File: src/hdl/pana_pkg.sv
// Constants for the negotiation advertisement register bank.
// Assumes a 32-bit AXI4-Lite bus with byte addresses.
package pana_pkg;
    localparam int ADDR_W = 8;
    localparam logic [7:0] CTRL_OFF = 8'h00;
    localparam logic [7:0] ADV_OFF = 8'h04;
    localparam logic [7:0] LIVE_OFF = 8'h08;
    localparam int NP_BIT = 15;
    localparam int RSV14_BIT = 14;
    localparam int RF_BIT = 13;
    localparam int RSV_HI = 12;
    localparam int RSV_LO = 9;
    localparam int ABIL_LO = 5;
    localparam int ABIL_N = 4;
    localparam int SEL_HI = 4;
    localparam int RESTART_BIT = 9;
    localparam logic [15:0] ADV_RESET = 16'h01E1;
    localparam logic [4:0] SELECTOR = 5'h01;
    localparam logic [1:0] RESP_OKAY = 2'h0;
    localparam logic [1:0] RESP_SLVERR = 2'h2;
endpackage : pana_pkg

File: src/hdl/pana_adv_hold.sv
// Holds the word offered to the link partner.
// Assumes load is a one-cycle pulse on the same clock.
`timescale 1ns/1ps
`default_nettype none
module pana_adv_hold #(
    parameter int WIDTH = 16,
    parameter logic [WIDTH-1:0] RESET_VAL = pana_pkg::ADV_RESET
) (
    input wire logic aclk,
    input wire logic aresetn,
    input wire logic load,
    input wire logic [WIDTH-1:0] stage_word,
    output logic [WIDTH-1:0] adv_word
);
    logic [WIDTH-1:0] adv_reg;

    // Staged edits stay invisible until a restart
    always_ff @(posedge aclk)
    begin
        if (!aresetn)
            adv_reg <= RESET_VAL;
        else if (load)
            adv_reg <= stage_word;
    end

    assign adv_word = adv_reg;
endmodule : pana_adv_hold
`default_nettype wire

File: src/hdl/pana_autoneg_adv.sv
// Negotiation advertisement register bank behind AXI4-Lite.
// Assumes a negotiation engine reads adv_word on each restart pulse.
//
// The register offsets and the AXI4-Lite register port were left to the implementer.
`timescale 1ns/1ps
`default_nettype none
module pana_autoneg_adv #(
    parameter logic NEXT_PAGE = 1'b0
) (
    input wire logic aclk,
    input wire logic aresetn,
    input wire logic [7:0] awaddr,
    input wire logic awvalid,
    output logic awready,
    input wire logic [31:0] wdata,
    input wire logic [3:0] wstrb,
    input wire logic wvalid,
    output logic wready,
    output logic [1:0] bresp,
    output logic bvalid,
    input wire logic bready,
    input wire logic [7:0] araddr,
    input wire logic arvalid,
    output logic arready,
    output logic [31:0] rdata,
    output logic [1:0] rresp,
    output logic rvalid,
    input wire logic rready,
    output logic [15:0] adv_word,
    output logic restart_negotiation
);
    logic wr_fire, rd_fire, wr_ok, rd_ok;
    logic [7:0] wr_addr, rd_addr;
    logic [31:0] wr_data, rd_data;
    logic [3:0] wr_strb;
    logic rf_reg;
    logic [pana_pkg::ABIL_N-1:0] abil_reg;
    logic restart_reg;
    logic [15:0] stage_word;

    pana_axil_slave u_bus (
        .aclk(aclk),
        .aresetn(aresetn),
        .awaddr(awaddr),
        .awvalid(awvalid),
        .awready(awready),
        .wdata(wdata),
        .wstrb(wstrb),
        .wvalid(wvalid),
        .wready(wready),
        .bresp(bresp),
        .bvalid(bvalid),
        .bready(bready),
        .araddr(araddr),
        .arvalid(arvalid),
        .arready(arready),
        .rdata(rdata),
        .rresp(rresp),
        .rvalid(rvalid),
        .rready(rready),
        .wr_fire(wr_fire),
        .wr_addr(wr_addr),
        .wr_data(wr_data),
        .wr_strb(wr_strb),
        .wr_ok(wr_ok),
        .rd_fire(rd_fire),
        .rd_addr(rd_addr),
        .rd_data(rd_data),
        .rd_ok(rd_ok)
    );

    // Address decode
    wire wr_is_ctrl = wr_addr == pana_pkg::CTRL_OFF;
    wire wr_is_adv = wr_addr == pana_pkg::ADV_OFF;
    wire wr_is_live = wr_addr == pana_pkg::LIVE_OFF;
    wire rd_is_ctrl = rd_addr == pana_pkg::CTRL_OFF;
    wire rd_is_adv = rd_addr == pana_pkg::ADV_OFF;
    wire rd_is_live = rd_addr == pana_pkg::LIVE_OFF;
    // Live copy is read-only; writes there get an error
    assign wr_ok = wr_is_ctrl || wr_is_adv;
    assign rd_ok = rd_is_ctrl || rd_is_adv || rd_is_live;
    wire wr_adv = wr_fire && wr_is_adv;
    wire wr_lo = wr_adv && wr_strb[0];
    wire wr_hi = wr_adv && wr_strb[1];
    wire restart_fire = wr_fire && wr_is_ctrl && wr_strb[1]
                        && wr_data[pana_pkg::RESTART_BIT];

    // Staged word as software sees it; fixed fields are wired
    assign stage_word = {NEXT_PAGE,
                         1'b0,
                         rf_reg,
                         4'h0,
                         abil_reg,
                         pana_pkg::SELECTOR};

    always_ff @(posedge aclk)
    begin
        if (!aresetn)
            rf_reg <= pana_pkg::ADV_RESET[pana_pkg::RF_BIT];
        else if (wr_hi)
            rf_reg <= wr_data[pana_pkg::RF_BIT];
    end

    // One flop per ability bit, each written by the byte lane that holds it
    genvar gi;
    generate
        for (gi = 0; gi < pana_pkg::ABIL_N; gi++)
        begin : g_abil
            localparam int POS = pana_pkg::ABIL_LO + gi;
            wire lane_wr = (POS >= 8) ? wr_hi : wr_lo;
            always_ff @(posedge aclk)
            begin
                if (!aresetn)
                    abil_reg[gi] <= pana_pkg::ADV_RESET[POS];
                else if (lane_wr)
                    abil_reg[gi] <= wr_data[POS];
            end
        end
    endgenerate

    // Restart is self-clearing, so it always reads back as zero
    always_ff @(posedge aclk)
    begin
        if (!aresetn)
            restart_reg <= 1'b0;
        else
            restart_reg <= restart_fire;
    end
    assign restart_negotiation = restart_reg;

    pana_adv_hold #(
        .WIDTH(16),
        .RESET_VAL(pana_pkg::ADV_RESET)
    ) u_hold (
        .aclk(aclk),
        .aresetn(aresetn),
        .load(restart_fire),
        .stage_word(stage_word),
        .adv_word(adv_word)
    );

    wire [31:0] rd_adv = {16'h0000, stage_word};
    wire [31:0] rd_live = {16'h0000, adv_word};
    assign rd_data = rd_is_adv ? rd_adv :
                     rd_is_live ? rd_live : 32'h0000_0000;
endmodule : pana_autoneg_adv
`default_nettype wire

File: src/hdl/pana_axil_slave.sv
// AXI4-Lite slave front end with one-cycle register strobes.
// Assumes the register file answers wr_ok and rd_ok combinationally.
`timescale 1ns/1ps
`default_nettype none
module pana_axil_slave (
    input wire logic aclk,
    input wire logic aresetn,
    input wire logic [7:0] awaddr,
    input wire logic awvalid,
    output logic awready,
    input wire logic [31:0] wdata,
    input wire logic [3:0] wstrb,
    input wire logic wvalid,
    output logic wready,
    output logic [1:0] bresp,
    output logic bvalid,
    input wire logic bready,
    input wire logic [7:0] araddr,
    input wire logic arvalid,
    output logic arready,
    output logic [31:0] rdata,
    output logic [1:0] rresp,
    output logic rvalid,
    input wire logic rready,
    output logic wr_fire,
    output logic [7:0] wr_addr,
    output logic [31:0] wr_data,
    output logic [3:0] wr_strb,
    input wire logic wr_ok,
    output logic rd_fire,
    output logic [7:0] rd_addr,
    input wire logic [31:0] rd_data,
    input wire logic rd_ok
);
    logic aw_held_reg, w_held_reg, rd_pend_reg;
    logic awready_reg, wready_reg, arready_reg;
    logic bvalid_reg, rvalid_reg;
    logic [1:0] bresp_reg, rresp_reg;
    logic [7:0] awaddr_reg, araddr_reg;
    logic [31:0] wdata_reg, rdata_reg;
    logic [3:0] wstrb_reg;

    wire aw_take = awvalid && awready_reg;
    wire w_take = wvalid && wready_reg;
    wire b_done = bvalid_reg && bready;
    wire ar_take = arvalid && arready_reg;
    wire r_done = rvalid_reg && rready;

    // Address and data may arrive in either order
    assign wr_fire = aw_held_reg && w_held_reg && !bvalid_reg;
    assign rd_fire = rd_pend_reg;

    always_ff @(posedge aclk)
    begin
        if (!aresetn)
        begin
            aw_held_reg <= 1'b0;
            w_held_reg <= 1'b0;
            awready_reg <= 1'b1;
            wready_reg <= 1'b1;
            bvalid_reg <= 1'b0;
            bresp_reg <= pana_pkg::RESP_OKAY;
            awaddr_reg <= 8'h00;
            wdata_reg <= 32'h0000_0000;
            wstrb_reg <= 4'h0;
        end
        else
        begin
            if (aw_take)
            begin
                aw_held_reg <= 1'b1;
                awready_reg <= 1'b0;
                awaddr_reg <= awaddr;
            end
            if (w_take)
            begin
                w_held_reg <= 1'b1;
                wready_reg <= 1'b0;
                wdata_reg <= wdata;
                wstrb_reg <= wstrb;
            end
            if (wr_fire)
            begin
                aw_held_reg <= 1'b0;
                w_held_reg <= 1'b0;
                bvalid_reg <= 1'b1;
                bresp_reg <= wr_ok ? pana_pkg::RESP_OKAY
                                   : pana_pkg::RESP_SLVERR;
            end
            // Ready only returns once the response is gone
            if (b_done)
            begin
                bvalid_reg <= 1'b0;
                awready_reg <= 1'b1;
                wready_reg <= 1'b1;
            end
        end
    end

    always_ff @(posedge aclk)
    begin
        if (!aresetn)
        begin
            rd_pend_reg <= 1'b0;
            arready_reg <= 1'b1;
            rvalid_reg <= 1'b0;
            rresp_reg <= pana_pkg::RESP_OKAY;
            araddr_reg <= 8'h00;
            rdata_reg <= 32'h0000_0000;
        end
        else
        begin
            if (ar_take)
            begin
                rd_pend_reg <= 1'b1;
                arready_reg <= 1'b0;
                araddr_reg <= araddr;
            end
            if (rd_fire)
            begin
                rd_pend_reg <= 1'b0;
                rvalid_reg <= 1'b1;
                rdata_reg <= rd_ok ? rd_data : 32'h0000_0000;
                rresp_reg <= rd_ok ? pana_pkg::RESP_OKAY
                                   : pana_pkg::RESP_SLVERR;
            end
            if (r_done)
            begin
                rvalid_reg <= 1'b0;
                arready_reg <= 1'b1;
            end
        end
    end

    assign wr_addr = awaddr_reg;
    assign wr_data = wdata_reg;
    assign wr_strb = wstrb_reg;
    assign rd_addr = araddr_reg;
    assign awready = awready_reg;
    assign wready = wready_reg;
    assign bvalid = bvalid_reg;
    assign bresp = bresp_reg;
    assign arready = arready_reg;
    assign rvalid = rvalid_reg;
    assign rdata = rdata_reg;
    assign rresp = rresp_reg;
endmodule : pana_axil_slave
`default_nettype wire

File: config.mk
export PLATFORM = sky130hd
export DESIGN_NAME = pana_autoneg_adv
export DESIGN_NICKNAME = d
export VERILOG_FILES = /design/src/hdl/pana_pkg.sv /design/src/hdl/pana_adv_hold.sv /design/src/hdl/pana_autoneg_adv.sv /design/src/hdl/pana_axil_slave.sv
export SDC_FILE = /design/constraint.sdc
export NUM_CORES = 1
export LEC_CHECK = 0
export BUFFER_PORTS_ARGS = -buffer_cell sky130_fd_sc_hd__buf_2
export CAP_MARGIN = 40
export CORE_ASPECT_RATIO = 0.9
export CORE_MARGIN = 2
export CORE_UTILIZATION = 55
export CTS_BUF_LIST = sky130_fd_sc_hd__clkbuf_16
export CTS_CLUSTER_DIAMETER = 200
export DETAILED_ROUTE_END_ITERATION = 7
export PLACE_DENSITY_LB_ADDON = 0.12
export SLEW_MARGIN = 20
export SYNTH_ARGS = -nofsm -noshare
export SYNTH_HDL_FRONTEND = slang
export SYNTH_HIERARCHICAL = 1
export SYNTH_SLANG_ARGS = --single-unit
File: constraint.sdc
create_clock -name aclk -period 2.8 [get_ports aclk]
set_input_delay 0.28 -clock aclk [delete_from_list [all_inputs] [get_ports aclk]]
set_output_delay 0.28 -clock aclk [all_outputs]
set_load 0.02 [all_outputs]
==> summary.txt <==
Final layout
  – Post-route insts no fill: 591
  – Synthesis-to-finish area growth: 18.5%
  – Final-stage net count: 555
  – ANT cells: 0
  – Largest register FFs: 32
  – Layout cell share with drive strength beyond 1: 35.5%

Worst setup path
  – Worst Path Class, Setup: reg2reg
  – Critical path arrival: 2480 ps
  – Crit path required time: 3000 ps
  – Worst Setup SP: u_bus/bvalid
  – Crit path max fanout: 16
  – Cells on worst reg2reg path: 7
  – R2R setup slack: 520 ps
  – Setup crit end kind: flop
  – Reg-to-Reg Start: u_bus/bvalid
  – CP Launch Type: flop
  – RR Endpoint: u_hold/adv_word[6]

Global routing
  – Total track usage: 19.2%
  – Initial antenna violation count: 0
  – Largest net degree at the start of global routing: 56
  – Vias in the first global route: 2622
  – GRT overflow: 0
  – First-pass GRT wire length: 12.1 mm

Drt
  – Total wire length: 7.26 mm
  – DR iter-0 viols: 96
  – Avg WL per Cell: 12.3 um
  – ANT nets after route: 0
  – Via Count: 2911
  – Residual DRC: 0
  – Drt pass-1 iters: 4
  – Via density: 4.93

Timing
  – Post-Route Setup TNS: 0 ps
  – Slew headroom: 48.0%
  – Clock Skew: 5.90 ps
  – Final cycle utilization of the critical path: 81.3%
  – Final Hold Viols: 0
  – Max frequency: 439 MHz
  – RSZ-0062 raised after global routing: false
  – Fin crit period: 2280 ps
  – Final Setup Violations: 0
  – Worst-Margin Slew: 775 ps
  – Slew Limit Fails: 0

Yosys
  – Post-Syn Instances: 404
  – YS warnings: 6
  – Mapped cell area: 3970 um2
  – Synth Area per Inst: 9.82 um2

Place
  – GP Congestion: 0.763
  – Dpl hpwl: 4.95 mm
  – Placed cells: 578
  – Port Buffer Count: 86

Clocking
  – Clk Latency, worst-skew pair: 330 ps
  – H-tree lvl count: 3
  – Clock Path Buffers: 2
  – TritonCTS buffer count: 9
  – Post-CTS setup buffer count: 0
  – Hold buffers post-CTS: 0
  – Sink Count: 88
  – CTS tree: done
  – Clock-pin transition on the worst setup and hold timing paths: 60 ps
  – Post-CTS sizing: 0
  – Root Driver: clkbuf_16

Status
  – Outcome: finished, final reports clean

Min path
  – Hold path cells: 2
  – Hold Crit Class: in2reg
  – Worst hold path endpoint: u_bus/awready
  – Hold path start: awvalid

Power and ir drop
  – Cell Pwr Density: 591 nW/um2
  – Leakage: 2.04 nW
  – Peak VDD IR: 0.397 mV

Job
  – Max Cap Viol: 0

Floorplanning
  – Die Width: 93.5 um
  – Die area: 7910 um2
  – Std cell rows: 29
  – Die height: 84.6 um
  – IO Pins: 117
  – Initial Utilization: 56.4%
  – Core area: 7040 um2
## layout make-up
cell class                      instances  area [um2]
Fill cell                             603        2340
Multi-Input combinational cell        300        2030
Sequential cell                        88        1760
Timing Repair Buffer                   90         473
Clock buffer                            9         225
Tap cell                               93         116
Clock inverter                          4        72.6
Inverter                                7        26.3
## metrics by stage
step	utilization [%]	power (mW)	setup slack (ps)	cell area [um2]	hold WS (ps)
after global routing	66.8	2.89	229	4700	163
after global placement	62.6	1.59	557	4410	445
after detailed placement	62.6	1.59	544	4410	447
after CTS	66.8	2.81	533	4700	141
after floorplan	-	1.54	597	4070	356
final	66.8	2.78	523	4700	149
## cells in the final DEF, fill, tap and decap left out, types with 2 or more instances in the layout
cell type	instances
a21oi_2	29
nor4_1	4
nand2b_1	2
inv_1	7
nor2_1	2
nor4_4	2
buf_4	3
o21ai_0	4
o311ai_0	3
o21a_1	2
a21boi_1	26
and2b_1	21
dfxtp_1	88
mux2i_1	17
buf_2	86
nor3b_1	2
clkbuf_16	9
a21oi_1	4
and2b_4	2
and2_2	6
bufinv_16	2
nand3_1	8
nor2b_1	25
nor2b_2	29
nand2_1	52
o31ai_1	4
conb_1	29
a22o_1	5
and2_1	8
## metal layers
layer | wire length (um) | global-route usage, % | share of wire, % | vias up
met5 | 0 | 0 | 0 | -
met4 | 65 | 5.53 | 0.90 | 0
met3 | 432 | 5.48 | 6.0 | 6
met2 | 3350 | 31.2 | 46 | 80
met1 | 3410 | 24.9 | 47 | 1334
li1 | - | - | - | 1491
## report_power, final
part	internal [mW]	leakage [nW]	switching (mW)
sequential	1.29	0.715	0.0299
combinational	0.104	1.18	0.138
clock	0.764	0.143	0.452
## worst max-delay path, cell delays in order (launching register included)
cell     delay, ps
dfxtp_1        340
and3b_1        310
nor4b_1        460
nand2_1        230
nor3_2         200
buf_4          310
mux2i_1        230
nand2_1         60
## worst max-delay path by stage
stage and end:
2_1_floorplan u_hold/adv_word[5], 3_3_place_gp u_hold/adv_word[5], 3_5_place_dp u_hold/adv_word[5], 4_1_cts u_hold/adv_word[5], 5_1_grt u_hold/adv_word[5], 6_report u_hold/adv_word[6]
No activity file was read; power rests on OpenSTA's default activity.
